`config.mk`:
```
export PLATFORM = sky130hd
export DESIGN_NAME = adcrc_top
export DESIGN_NICKNAME = d
export VERILOG_FILES = /design/src/adcrc_sync.v /design/src/adcrc_top.v
export VERILOG_INCLUDE_DIRS = /design/src
export SDC_FILE = /design/constraint.sdc
export NUM_CORES = 1
export LEC_CHECK = 0
export ABC_AREA = 1
export BUFFER_PORTS_ARGS = -buffer_cell sky130_fd_sc_hd__buf_4
export CORE_ASPECT_RATIO = 1.25
export CORE_MARGIN = 2
export CORE_UTILIZATION = 60
export CTS_CLUSTER_SIZE = 16
export DETAILED_ROUTE_END_ITERATION = 7
export GPL_TIMING_DRIVEN = 0
export MAX_ROUTING_LAYER = met4
export PLACE_DENSITY = 0.94
export SLEW_MARGIN = 20
export SYNTH_ARGS = -nofsm -noshare
export SYNTH_HDL_FRONTEND = slang
export SYNTH_HIERARCHICAL = 1
export SYNTH_SLANG_ARGS = --single-unit
```
`constraint.sdc`:
```
create_clock -name clk_in -period 2.1 [get_ports clk_in]
set_input_delay 0.42 -clock clk_in [delete_from_list [all_inputs] [get_ports clk_in]]
set_output_delay 0.42 -clock clk_in [all_outputs]
set_load 0.01 [all_outputs]
```
`src/adcrc_regs.vh`:
```
// register layout, field positions and timing counts of the converter control block
`ifndef ADCRC_REGS_VH
`define ADCRC_REGS_VH

// write word address codes, bits 15:14
`define ADCRC_ADDR_MSB        15
`define ADCRC_ADDR_LSB        14
`define ADCRC_ADDR_NONE       2'h0
`define ADCRC_ADDR_CONTROL    2'h3

// control register fields
`define ADCRC_CTRL_WIDTH      14
`define ADCRC_CTRL_RESET      14'h0000
`define ADCRC_CTRL_KEEP_MASK  14'h3ff0
`define ADCRC_BIT_START       4
`define ADCRC_BIT_ANALOG_MODE_BIT       5
`define ADCRC_RDSEL_LSB       6
`define ADCRC_RDSEL_MSB       7
`define ADCRC_PMGT_LSB        8
`define ADCRC_PMGT_MSB        9
`define ADCRC_CHSEL_LSB       10
`define ADCRC_CHSEL_MSB       12
`define ADCRC_BIT_INMODE      13

// read select codes
`define ADCRC_RDSEL_RESULT    2'h0
`define ADCRC_RDSEL_STATUS    2'h3

// status register
`define ADCRC_STATUS_RESET    16'h0000
`define ADCRC_STAT_BUSY       4

// negative input codes
`define ADCRC_NEG_GROUND      2'h0
`define ADCRC_NEG_INPUT8      2'h1
`define ADCRC_NEG_PAIR        2'h2

// power modes
`define ADCRC_PWR_FULL_UP     2'h0
`define ADCRC_PWR_DOWN_BETW   2'h1
`define ADCRC_PWR_FULL_DOWN   2'h2
`define ADCRC_PWR_PART_BETW   2'h3

// timing
`define ADCRC_CLK_PERIOD_NS   10
`define ADCRC_SETUP_NS        10
`define ADCRC_SETUP_CYC       ((`ADCRC_SETUP_NS + `ADCRC_CLK_PERIOD_NS - 1) / `ADCRC_CLK_PERIOD_NS)
// 16.5 master clock periods expressed as half periods
`define ADCRC_CONV_HALF_PER   33

`endif

```
`src/adcrc_sync.v`:
```
// two-flop synchroniser for a group of asynchronous pins
`timescale 1ns/10ps
module adcrc_sync #(
  parameter             WIDTH     = 1,
  // per-bit level held through reset, so each output starts at its pin's idle level
  parameter [WIDTH-1:0] RESET_VAL = {WIDTH{1'b0}}
) (
  // clock and reset
  input  wire             clk_in,
  input  wire             reset_n_in,
  // asynchronous inputs and synchronised outputs
  input  wire [WIDTH-1:0] async_in,
  output reg  [WIDTH-1:0] sync_out
);

  reg [WIDTH-1:0] meta_q;

  always @(posedge clk_in or negedge reset_n_in) begin
    if (!reset_n_in) begin
      meta_q   <= RESET_VAL;
      sync_out <= RESET_VAL;
    end else begin
      meta_q   <= async_in;
      sync_out <= meta_q;
    end
  end

endmodule

```
`src/adcrc_top.v`:
```
// conversion timing, register write decode and read select of the converter control block
`timescale 1ns/10ps
`include "adcrc_regs.vh"

//Function
//- rising start pin switches track/hold to hold and requests a conversion
//- hardware conversion begins on first master falling edge at least 10ns later
//- writing control register with start bit one enters hold at write end
//- software conversion begins on master falling edge at least 10ns after strobe rise
//- conversion lasts 16.5 master periods, or 17.5 when setup was missed
//- completion drops busy and latches the result for bus reads
//- busy falling edge clears the software start bit
//- word mode writes all 16 bits at once on data lines
//- byte mode writes low byte then high byte, high-byte enable picks which
//- top two bits of the write word are address, lower 14 are data
//- address 11 selects control register, 00 selects none, address bits not stored
//- read select powers up 00 selecting result, holds until rewritten
//- read select 11 makes reads return the status register
//- result reads show four zero bits above the 12-bit result
//- control register is write-only, 14 bits, all zero at power-up
//- differential mode: analog mode bit picks unipolar or bipolar range
//- single-ended mode: analog mode bit picks ground or input 8 as negative
//- differential codes 000-011 pick pairs 1/2 to 7/8, top bit set unused
//- single-ended codes pick inputs 1,3,5,7,2,4,6,8 in order
//- input mode bit 13 selects differential when 0, single-ended when 1
//- power bits with sleep pin select the power-down mode
//- status register is read-only, 16 bits, all zero at power-up
//- busy rises at initiation and stays high until completion
//- status bit 4 mirrors busy, zero when idle
//- results are straight binary unipolar, two's complement bipolar
module adcrc_top (
  // clock and reset
  input  wire        clk_in,
  input  wire        reset_n_in,
  // conversion pins
  input  wire        start_pin_in,
  input  wire        master_clock_in,
  input  wire        sleep_pin_n_in,
  // parallel bus
  input  wire        chip_select_n_in,
  input  wire        write_strobe_n_in,
  input  wire        read_strobe_n_in,
  input  wire        width_select_pin_in,
  input  wire [15:0] data_lines_in,
  output reg  [15:0] data_lines_out,
  output reg         data_lines_oe_n_out,
  // raw offset-binary code from the analog core
  input  wire [11:0] conv_code_in,
  // conversion status
  output reg         busy_out,
  output reg         hold_out,
  // analog front-end control
  output reg  [2:0]  pos_input_out,
  output reg  [1:0]  neg_input_out,
  output reg         channel_unused_out,
  output reg         bipolar_out,
  output reg  [1:0]  power_mode_out,
  output reg         power_down_out
);

  localparam ST_IDLE  = 2'h0;
  localparam ST_ARMED = 2'h1;
  localparam ST_CONV  = 2'h2;

  localparam integer SETUP_I   = `ADCRC_SETUP_CYC;
  localparam integer CONV_I    = `ADCRC_CONV_HALF_PER;
  localparam [3:0]   SETUP_CYC = SETUP_I[3:0];
  localparam [5:0]   CONV_HALF = CONV_I[5:0];

  // pin synchronisers
  wire [6:0]  pins_s;
  wire [15:0] data_s;

  // active-low pins leave reset high, else a false write edge and bus drive follow reset
  adcrc_sync #(.WIDTH(7), .RESET_VAL(7'h1e)) u_pin_sync (
    .clk_in     (clk_in),
    .reset_n_in (reset_n_in),
    .async_in   ({start_pin_in, master_clock_in, sleep_pin_n_in, chip_select_n_in,
                  write_strobe_n_in, read_strobe_n_in, width_select_pin_in}),
    .sync_out   (pins_s)
  );

  adcrc_sync #(.WIDTH(16)) u_data_sync (
    .clk_in     (clk_in),
    .reset_n_in (reset_n_in),
    .async_in   (data_lines_in),
    .sync_out   (data_s)
  );

  wire start_s = pins_s[6];
  wire mclk_s  = pins_s[5];
  wire sleep_n = pins_s[4];
  wire cs_n    = pins_s[3];
  wire wr_n    = pins_s[2];
  wire rd_n    = pins_s[1];
  wire word_md = pins_s[0];

  // straight binary for unipolar, two's complement for bipolar
  function [11:0] adcrc_code;
    input [11:0] raw;
    input        bip;
    begin
      adcrc_code = bip ? {~raw[11], raw[10:0]} : raw;
    end
  endfunction

  // read mux; unmapped read select codes return zero
  function [15:0] adcrc_read_word;
    input [1:0]  sel;
    input [11:0] result;
    input [15:0] status;
    begin
      case (sel)
        `ADCRC_RDSEL_RESULT: adcrc_read_word = {4'h0, result};
        `ADCRC_RDSEL_STATUS: adcrc_read_word = status;
        default:             adcrc_read_word = 16'h0000;
      endcase
    end
  endfunction

  // edge history of synchronised pins
  reg        start_prev_q;
  reg        mclk_prev_q;
  reg        wr_prev_q;
  reg        cs_prev_q;
  reg [15:0] data_prev_q;

  always @(posedge clk_in or negedge reset_n_in) begin
    if (!reset_n_in) begin
      start_prev_q <= 1'b0;
      mclk_prev_q  <= 1'b0;
      wr_prev_q    <= 1'b1;
      cs_prev_q    <= 1'b1;
      data_prev_q  <= 16'h0000;
    end else begin
      start_prev_q <= start_s;
      mclk_prev_q  <= mclk_s;
      wr_prev_q    <= wr_n;
      cs_prev_q    <= cs_n;
      data_prev_q  <= data_s;
    end
  end

  wire mclk_fall = mclk_prev_q & ~mclk_s;
  wire mclk_edge = mclk_prev_q ^ mclk_s;
  wire hw_start  = start_s & ~start_prev_q;
  // data sampled as it stood just before the strobe rose
  wire wr_done   = wr_n & ~wr_prev_q & ~cs_prev_q;

  // write word assembly
  reg [7:0]  low_byte_q;
  reg        low_valid_q;
  reg [13:0] ctrl_q;

  reg [15:0] wword;
  reg        wword_vld;

  always @* begin
    wword     = data_prev_q;
    wword_vld = 1'b0;
    if (wr_done) begin
      if (word_md) begin
        wword     = data_prev_q;
        wword_vld = 1'b1;
      end else if (data_prev_q[8]) begin
        // high byte arrives on lines 7:0
        wword     = {data_prev_q[7:0], low_byte_q};
        wword_vld = low_valid_q;
      end
    end
  end

  wire [1:0] waddr   = wword[`ADCRC_ADDR_MSB:`ADCRC_ADDR_LSB];
  wire       ctrl_wr = wword_vld & (waddr == `ADCRC_ADDR_CONTROL);
  wire       sw_start = ctrl_wr & wword[`ADCRC_BIT_START];

  always @(posedge clk_in or negedge reset_n_in) begin
    if (!reset_n_in) begin
      low_byte_q  <= 8'h00;
      low_valid_q <= 1'b0;
    end else if (wr_done && !word_md) begin
      if (!data_prev_q[8]) begin
        low_byte_q  <= data_prev_q[7:0];
        low_valid_q <= 1'b1;
      end else begin
        low_valid_q <= 1'b0;
      end
    end
  end

  // conversion sequencer
  reg [1:0] state_q;
  reg [3:0] since_q;
  reg [5:0] half_q;
  reg [11:0] result_q;

  wire conv_done = (state_q == ST_CONV) && mclk_edge && (half_q == CONV_HALF - 6'h01);
  wire start_req = (hw_start | sw_start) && (state_q == ST_IDLE);

  always @(posedge clk_in or negedge reset_n_in) begin
    if (!reset_n_in) begin
      state_q <= ST_IDLE;
      since_q <= 4'h0;
      half_q  <= 6'h00;
    end else begin
      case (state_q)
        ST_IDLE: begin
          since_q <= 4'h0;
          half_q  <= 6'h00;
          if (start_req) begin
            state_q <= ST_ARMED;
          end
        end
        ST_ARMED: begin
          if (since_q != 4'hf) begin
            since_q <= since_q + 4'h1;
          end
          // a falling edge too close to the start is skipped, adding a period
          if (mclk_fall && (since_q >= SETUP_CYC - 4'h1)) begin
            state_q <= ST_CONV;
          end
        end
        ST_CONV: begin
          if (mclk_edge) begin
            half_q <= half_q + 6'h01;
          end
          if (conv_done) begin
            state_q <= ST_IDLE;
          end
        end
        default: begin
          state_q <= ST_IDLE;
        end
      endcase
    end
  end

  // control register, write-only
  always @(posedge clk_in or negedge reset_n_in) begin
    if (!reset_n_in) begin
      ctrl_q <= `ADCRC_CTRL_RESET;
    end else begin
      if (ctrl_wr) begin
        ctrl_q <= wword[13:0] & `ADCRC_CTRL_KEEP_MASK;
      end
      // a fresh start request in the same cycle wins over the clear
      if (conv_done && !sw_start) begin
        ctrl_q[`ADCRC_BIT_START] <= 1'b0;
      end
    end
  end

  wire       in_mode = ctrl_q[`ADCRC_BIT_INMODE];
  wire       analog_mode_bit   = ctrl_q[`ADCRC_BIT_ANALOG_MODE_BIT];
  wire [2:0] chsel   = ctrl_q[`ADCRC_CHSEL_MSB:`ADCRC_CHSEL_LSB];
  wire [1:0] pmgt    = ctrl_q[`ADCRC_PMGT_MSB:`ADCRC_PMGT_LSB];
  wire [1:0] rdsel   = ctrl_q[`ADCRC_RDSEL_MSB:`ADCRC_RDSEL_LSB];
  wire       bip     = ~in_mode & analog_mode_bit;

  always @(posedge clk_in or negedge reset_n_in) begin
    if (!reset_n_in) begin
      result_q <= 12'h000;
    end else if (conv_done) begin
      result_q <= adcrc_code(conv_code_in, bip);
    end
  end

  // status word; zero-filled while busy is low at power-up
  wire [15:0] status_w = {2'h0, in_mode, chsel, pmgt, 2'h0, analog_mode_bit, busy_out, 4'h0};

  // front-end decode
  reg [2:0] pos_d;
  reg [1:0] neg_d;
  reg       unused_d;
  reg [1:0] pwr_d;
  reg       pdn_d;
  reg       busy_d;

  always @* begin
    if (in_mode) begin
      pos_d    = {chsel[1:0], chsel[2]};
      neg_d    = analog_mode_bit ? `ADCRC_NEG_INPUT8 : `ADCRC_NEG_GROUND;
      unused_d = 1'b0;
    end else begin
      pos_d    = {chsel[1:0], 1'b0};
      neg_d    = `ADCRC_NEG_PAIR;
      unused_d = chsel[2];
    end
    case (pmgt)
      2'h1:    pwr_d = `ADCRC_PWR_DOWN_BETW;
      2'h2:    pwr_d = `ADCRC_PWR_FULL_DOWN;
      2'h3:    pwr_d = `ADCRC_PWR_PART_BETW;
      default: pwr_d = sleep_n ? `ADCRC_PWR_FULL_UP : `ADCRC_PWR_DOWN_BETW;
    endcase
    busy_d = (state_q != ST_IDLE) | start_req;
    case (pwr_d)
      `ADCRC_PWR_FULL_DOWN: pdn_d = 1'b1;
      `ADCRC_PWR_FULL_UP:   pdn_d = 1'b0;
      default:              pdn_d = ~busy_d;
    endcase
  end

  wire [15:0] rd_word = adcrc_read_word(rdsel, result_q, status_w);

  // registered outputs
  always @(posedge clk_in or negedge reset_n_in) begin
    if (!reset_n_in) begin
      busy_out            <= 1'b0;
      hold_out            <= 1'b0;
      pos_input_out       <= 3'h0;
      neg_input_out       <= 2'h0;
      channel_unused_out  <= 1'b0;
      bipolar_out         <= 1'b0;
      power_mode_out      <= 2'h0;
      power_down_out      <= 1'b0;
      data_lines_out      <= 16'h0000;
      data_lines_oe_n_out <= 1'b1;
    end else begin
      busy_out            <= busy_d & ~conv_done;
      hold_out            <= busy_d & ~conv_done;
      pos_input_out       <= pos_d;
      neg_input_out       <= neg_d;
      channel_unused_out  <= unused_d;
      bipolar_out         <= bip;
      power_mode_out      <= pwr_d;
      power_down_out      <= pdn_d;
      data_lines_oe_n_out <= cs_n | rd_n;
      if (!word_md && data_s[8]) begin
        data_lines_out <= {8'h00, rd_word[15:8]};
      end else begin
        data_lines_out <= rd_word;
      end
    end
  end

endmodule

```
# Word level (Yosys, flattened, before mapping)
# Cells that the tools add are included.
[classes]
n_eq_ne = 15
n_reduce_logical = 17
n_lt_le_gt_ge = 1
mux = 25
add_sub_neg = 2
bitwise_logic = 21
[op_table]
columns = ["operator", "count"]
rows = [
  ["two-way mux 16 bit", 4],
  ["case mux 14 bit (2 select lines)", 1],
  ["== test 2 bit (second input constant)", 6],
  ["two-way mux 12 bit", 1],
  ["case mux 2 bit (3 select lines)", 2],
  ["case mux 6 bit (2 select lines)", 1],
  ["inequality test 2 bit (second input constant)", 5],
  ["NOT 1 bit", 9],
  ["bitwise AND 1 bit", 8],
  ["two-way mux 1 bit", 8],
  ["two-way mux 2 bit", 4],
  ["case mux 4 bit (2 select lines)", 1],
  ["adder 6 x 1 -> 6 bit (second input constant)", 1],
  ["== test 6 bit (second input constant)", 1],
  ["logical AND 1 bit", 6],
  ["zero test 2 bit", 3],
  ["two-way mux 6 bit", 1],
  ["AND reduction 2 bit", 3],
  ["nonzero test 2 bit", 3],
  ["adder 4 x 1 -> 4 bit (second input constant)", 1],
  ["== test 2 x 1 -> 1 bit (second input constant)", 2],
  [">= comparator 4 x 1 -> 1 bit (second input constant)", 1],
  ["two-way mux 4 bit", 1],
  ["inequality test 4 bit (second input constant)", 1],
  ["other kinds (5)", 7],
]
[totals]
output_inout_bits = 29
regBits = 136
word_cells = 106
in_bits = 37

# Logic depth before layout (Yosys ltp)
[depth]
depth_word = 12
ltp_mapped = 10
ltp_nobuf = 10

# Modules after synthesis
# The synthesis kept the hierarchy.
[modules_own_cells]
columns = ["module", "n_inst", "seq_area_each_um2", "area_each_um2", "cells_each"]
rows = [
  ["adcrc_top", 1, 2005.7, 3151.8, 307],
  ["adcrc_sync at u_data_sync", 1, 800.8, 800.8, 32],
  ["adcrc_sync at u_pin_sync", 1, 360.3, 360.3, 14],
]

# Worst setup path after synthesis
# OpenSTA, ideal clock, no wires.
[synth_timing]
path_type = "flip-flop to flip-flop"
from = "register u_pin_sync.sync_out[2]"
to = "register ctrl_q[10]"
slack_ns = 0.751
t_arrival_ns = 1.223
path_buffers = 1
required_ns = 1.973
period_less_slack_ns = 1.349
stages_incl_launch_ff = 7
setup_time_ns = 0.127
cell_sequence = "dfstp_2 -> nand3_2 -> clkinv_1 -> nand3_2 -> nor2_8 -> buf_8 -> a31oi_1"
[synth_via]
elab_chain_len = 5
word_cells_on_any_way = 6
classes_between = "eq/ne (1); mux (2); bitwise (3)"
[synth_rtl]
columns = ["element", "line", "text"]
rows = [
  ["from (decl)", "adcrc_sync.v:13", "output reg [WIDTH-1:0] sync_out"],
  ["from (signal assigned)", "adcrc_sync.v:24", "sync_out <= meta_q;"],
  ["bitwise AND 1 bit * (2 in series)", "adcrc_top.v:148", "wire wr_done = wr_n & ~wr_prev_q & ~cs_prev_q;"],
  ["two-way mux 16 bit", "adcrc_top.v:161", "if (wr_done) begin"],
  ["== test 2 bit (no line)", "--", ""],
  ["bitwise AND 1 bit", "adcrc_top.v:174", "wire ctrl_wr = wword_vld & (waddr == `ADCRC_ADDR_CONTROL);"],
  ["to (signal assigned)", "adcrc_top.v:241", "ctrl_q <= `ADCRC_CTRL_RESET;"],
  ["to (signal assigned)", "adcrc_top.v:244", "ctrl_q <= wword[13:0] & `ADCRC_CTRL_KEEP_MASK;"],
  ["to (decl)", "adcrc_top.v:153", "reg [13:0] ctrl_q;"],
]
# Mark *: on every way between the ends. The rest lies on a longest branch, timed or not.
# A chain may end at the register's enable or synchronous reset.

# Worst setup path in the final report
[layout_timing]
from = "register ctrl_q[6]"
to = "register data_lines_out[0]"
[layout_via]
elab_chain_len = 3
word_cells_on_any_way = 4
classes_between = "eq/ne (1); mux (2); reduce/logical (1)"
[layout_rtl]
columns = ["element", "line", "text"]
rows = [
  ["== test 2 bit or zero test 2 bit (tied branches)", "adcrc_top.v:113", "case (sel)"],
  ["case mux 14 bit (2 select lines) *", "adcrc_top.v:113", ""],
  ["two-way mux 16 bit *", "adcrc_top.v:328", "if (!word_md && data_s[8]) begin"],
  ["to (signal assigned)", "adcrc_top.v:329", "data_lines_out <= {8'h00, rd_word[15:8]};"],
  ["to (signal assigned)", "adcrc_top.v:331", "data_lines_out <= rd_word;"],
  ["to (decl)", "adcrc_top.v:45", "output reg [15:0] data_lines_out,"],
]
# Marks and branches as above.

==> results.cfg <==
[die]
row_count = 34
core-area_mm2 = 0.00698
die_h_um = 98.8
boundaryPins = 66
floorplan.die.width_um = 79.8
initial_standard_cell_utilization_of_the_core_pct = 61.8
die_area_mm2 = 0.00789

[power_and_ir_drop]
p_leak_nw = 2.81
power.combinational.fraction_pct = 15.3
internal-power_mw = 5.22
vdd_ir_drop_max_v = 0.000780
total_power_mw = 7.05
share_clk_of_total_power_pct = 43.4
p_per_area_mw_per_mm2 = 1220
seq_power_share_pct = 41.3
switching_share_pct = 25.9
p_switching_mw = 1.82

[clock_network]
cts-htree-levels = 4
clock_latency_ns = 0.52
cts_num_sinks = 126
cts_tree = yes
cts_inserted_buffers = 17
clockBufferDepth = 2
clk_pin_slew_ns = 0.06
cts_repair_resize_count = 0
clock_tree.root_cell = sky130_fd_sc_hd__clkbuf_8

[global_route]
largest_net_degree_at_the_start_of_global_routing = 127
grtUsageMet1_pct = 28.5
grtUsageMet3_pct = 7.42
globalRoute.busiestLayer = met2
antenna_found_initial = 0
grt_use_met2_pct = 46.9
grt_overflow = 0
first_global_vias = 3118
groute.usage.overall_pct = 27.7
grt_first_pass_wirelength_um = 15300

[worst_setup_path]
critical_path.startpoint_type = flip-flop
worst-r2r-cell-count = 5
crit_arrival_ns = 2.09
crit_type = reg -> reg
reg2reg_from = ctrl_q[6]
critPathCaptureType = flip-flop
timing.critical_path.fanout_max = 9
crit-reg2reg-capture = data_lines_out[0]
reg2reg_slack_ns = 0.43
worstPathRequired_ns = 2.52

[detailed_routing]
route.detailed.vias_per_inst = 5.40
number_of_violations_reported_at_the_end_of_detailed_routing_iteration_0 = 240
route.detailed.wl_per_inst_um = 17.3
remaining_antenna_violation_count_after_routing = 0
via_count = 3037
detailedRoute.firstPassIterationCount = 6
post-route-drc-count = 0
totalWireLength_um = 9740

[timing]
slew_viols_final = 0
maxClockFrequency_ghz = 0.598
setup_viol_count_final = 0
hold_viol = 0
timing.max_slew.rel_slack_pct = 38.0
final.setup.tns_ns = 0
grt_setup_unrepaired = no
finalWorstPathRequiredPeriod_ns = 1.67
worst_clock_skew_ns = 0.0102
final_min_period_over_clock_period_pct = 79.6
worst_pin_slew_ns = 0.930

[synthesis]
syn_area_per_cell_um2 = 12.2
post-synth-top-area-fraction_pct = 66.7
prevailing_post_synth_register_cell = sky130_fd_sc_hd__dfrtp_1
yosysWarnings = 6
synthMostInstantiatedCell = sky130_fd_sc_hd__dfrtp_1
synth.yosys.seq_area_share_pct = 73.4
syn-cell-area_mm2 = 0.00431
synth_edf_count = 0
ys_types = 34
top_post_synthesis_cells_by_area = sky130_fd_sc_hd__dfrtp_1, sky130_fd_sc_hd__nand2_1, sky130_fd_sc_hd__dfstp_2, sky130_fd_sc_hd__inv_1, sky130_fd_sc_hd__nand3_1
synth_async_sr_flop_share_pct = 100
synth_seq_cells = 126
synthTopCellsByCount = sky130_fd_sc_hd__dfrtp_1, sky130_fd_sc_hd__nand2_1, sky130_fd_sc_hd__inv_1
synth_top_cell_by_area = sky130_fd_sc_hd__dfrtp_1
post_synth_inst_count = 353

[placed_design]
gp_congestion = 0.887
numPortBuffers = 63
dp.final_hpwl_um = 5160
dp_cells = 507

[final_layout]
layout-area-overhead-vs-synth_pct = 33.5
fill_cells = 326
register_area_mm2 = 0.00317
diodes = 0
finish.net_count = 501
post_route_cells_drive_above_1_share_pct = 29.0
multiInputGateArea_um2 = 936
instances_no_fill = 562

[status]
status = finished, final reports clean

[run]
cap_violations = 0

[min_path]
hold_class = in -> async
[sequential cells by signal, summed over array words and instances, names as in the netlist, 3 cells and up]
name	cells
ctrl_q	9
u_pin_sync/meta_q	7
low_byte_q	4
half_q	6
u_pin_sync/sync_out	7
data_prev_q	16
data_lines_out	14
pos_input_out	3
u_data_sync/meta_q	16
result_q	12
u_data_sync/sync_out	16
[worst max path at each step]
| stage | cells after the start | startpoint | end | slack, ns |
|---|---|---|---|---|
| final | 5 | ctrl_q[6] | data_lines_out[0] | 0.43 |
| after global routing | 5 | ctrl_q[6] | data_lines_out[0] | 0.36 |
| after CTS | 2 | hold_out | hold_out | 0.45 |
| after detailed placement | 9 | u_pin_sync/sync_out[5] | result_q[4] | 0.58 |
| after global placement | 1 | reset_n_in | result_q[7] | 0.41 |
| after floorplan | 6 | u_pin_sync/sync_out[2] | ctrl_q[10] | 0.75 |
[layout by cell type, fill, tap and decap left out, types with 11 or more instances in the layout]
master	n
sky130_fd_sc_hd__buf_4	65
sky130_fd_sc_hd__clkbuf_16	16
sky130_fd_sc_hd__dfrtp_1	115
sky130_fd_sc_hd__dfstp_2	11
sky130_fd_sc_hd__dlygate4sd3_1	23
sky130_fd_sc_hd__inv_1	32
sky130_fd_sc_hd__nand2_1	78
sky130_fd_sc_hd__nand3_1	13
sky130_fd_sc_hd__nor2_1	17
sky130_fd_sc_hd__o21ai_0	13
[power by group through the flow]
stage	combinational (mW)	sequential (mW)	clock (mW)
2_1_floorplan	0.445	2.97	0
3_3_place_gp	0.914	2.90	0
3_5_place_dp	0.968	2.92	0
4_1_cts	1.04	2.91	3.07
5_1_grt	1.18	2.93	3.19
6_report	1.08	2.91	3.06
[cell type report]
| class | count | share of cell area (%) |
|---|---|---|
| buffer | 9 | 1.17 |
| clock buffer | 20 | 7.39 |
| tap | 90 | 1.96 |
| sequential | 126 | 55.0 |
| inverter | 39 | 2.54 |
| timing repair buffer | 86 | 12.3 |
| clock inverter | 12 | 3.39 |
| multi-input combinational | 180 | 16.3 |
[what timing repair did]
action	CTS	global route
setup buffers	0	0
setup endpoints to repair	0	0
endpoints found under the hold margin	8	15
hold buffers	8	15
[metal layers]
layer,up-vias,part of all wire [%]
met2,186,55
met4,0,4.3
met5,-,0
li1,1334,-
met3,53,6.8
met1,1464,33
[critical path, cell delays in order (launching register included)]
cell and delay [ns]:
sky130_fd_sc_hd__dfrtp_1 0.38, sky130_fd_sc_hd__inv_1 0.10, sky130_fd_sc_hd__ha_1 0.33, sky130_fd_sc_hd__nor2_2 0.32, sky130_fd_sc_hd__a32oi_1 0.16, sky130_fd_sc_hd__o21ai_0 0.28
[cells by family (layout without fill, tap and decap cells)]
| kind of cell | count (synthesis) | after routing | share of synthesized area (%) |
|---|---|---|---|
| adder cells (fa/ha/maj) | 5 | 5 | 1.45 |
| buffers and inverters | 48 | 166 | 4.96 |
| AND/OR/NAND/NOR | 130 | 130 | 13.7 |
| XOR/XNOR | 1 | 1 | 0.203 |
| other | 1 | 2 | 0.0869 |
| flip-flops | 126 | 126 | 73.4 |
| AO/OA/AOI/OAI | 42 | 42 | 6.21 |
[metrics by stage]
stage / hold WS, ns / cell area (um^2) / setup WS [ns] / util (%)
2_1_floorplan: 0.124 / 4320 / 0.751 / -
3_3_place_gp: 0.334 / 4900 / 0.407 / 70.3
3_5_place_dp: 0.335 / 4910 / 0.577 / 70.3
4_1_cts: 0.000151 / 5610 / 0.452 / 80.4
5_1_grt: 0.110 / 5760 / 0.357 / 82.6
6_report: 0.0260 / 5760 / 0.429 / 82.6
(Power assumes the default switching activity.)
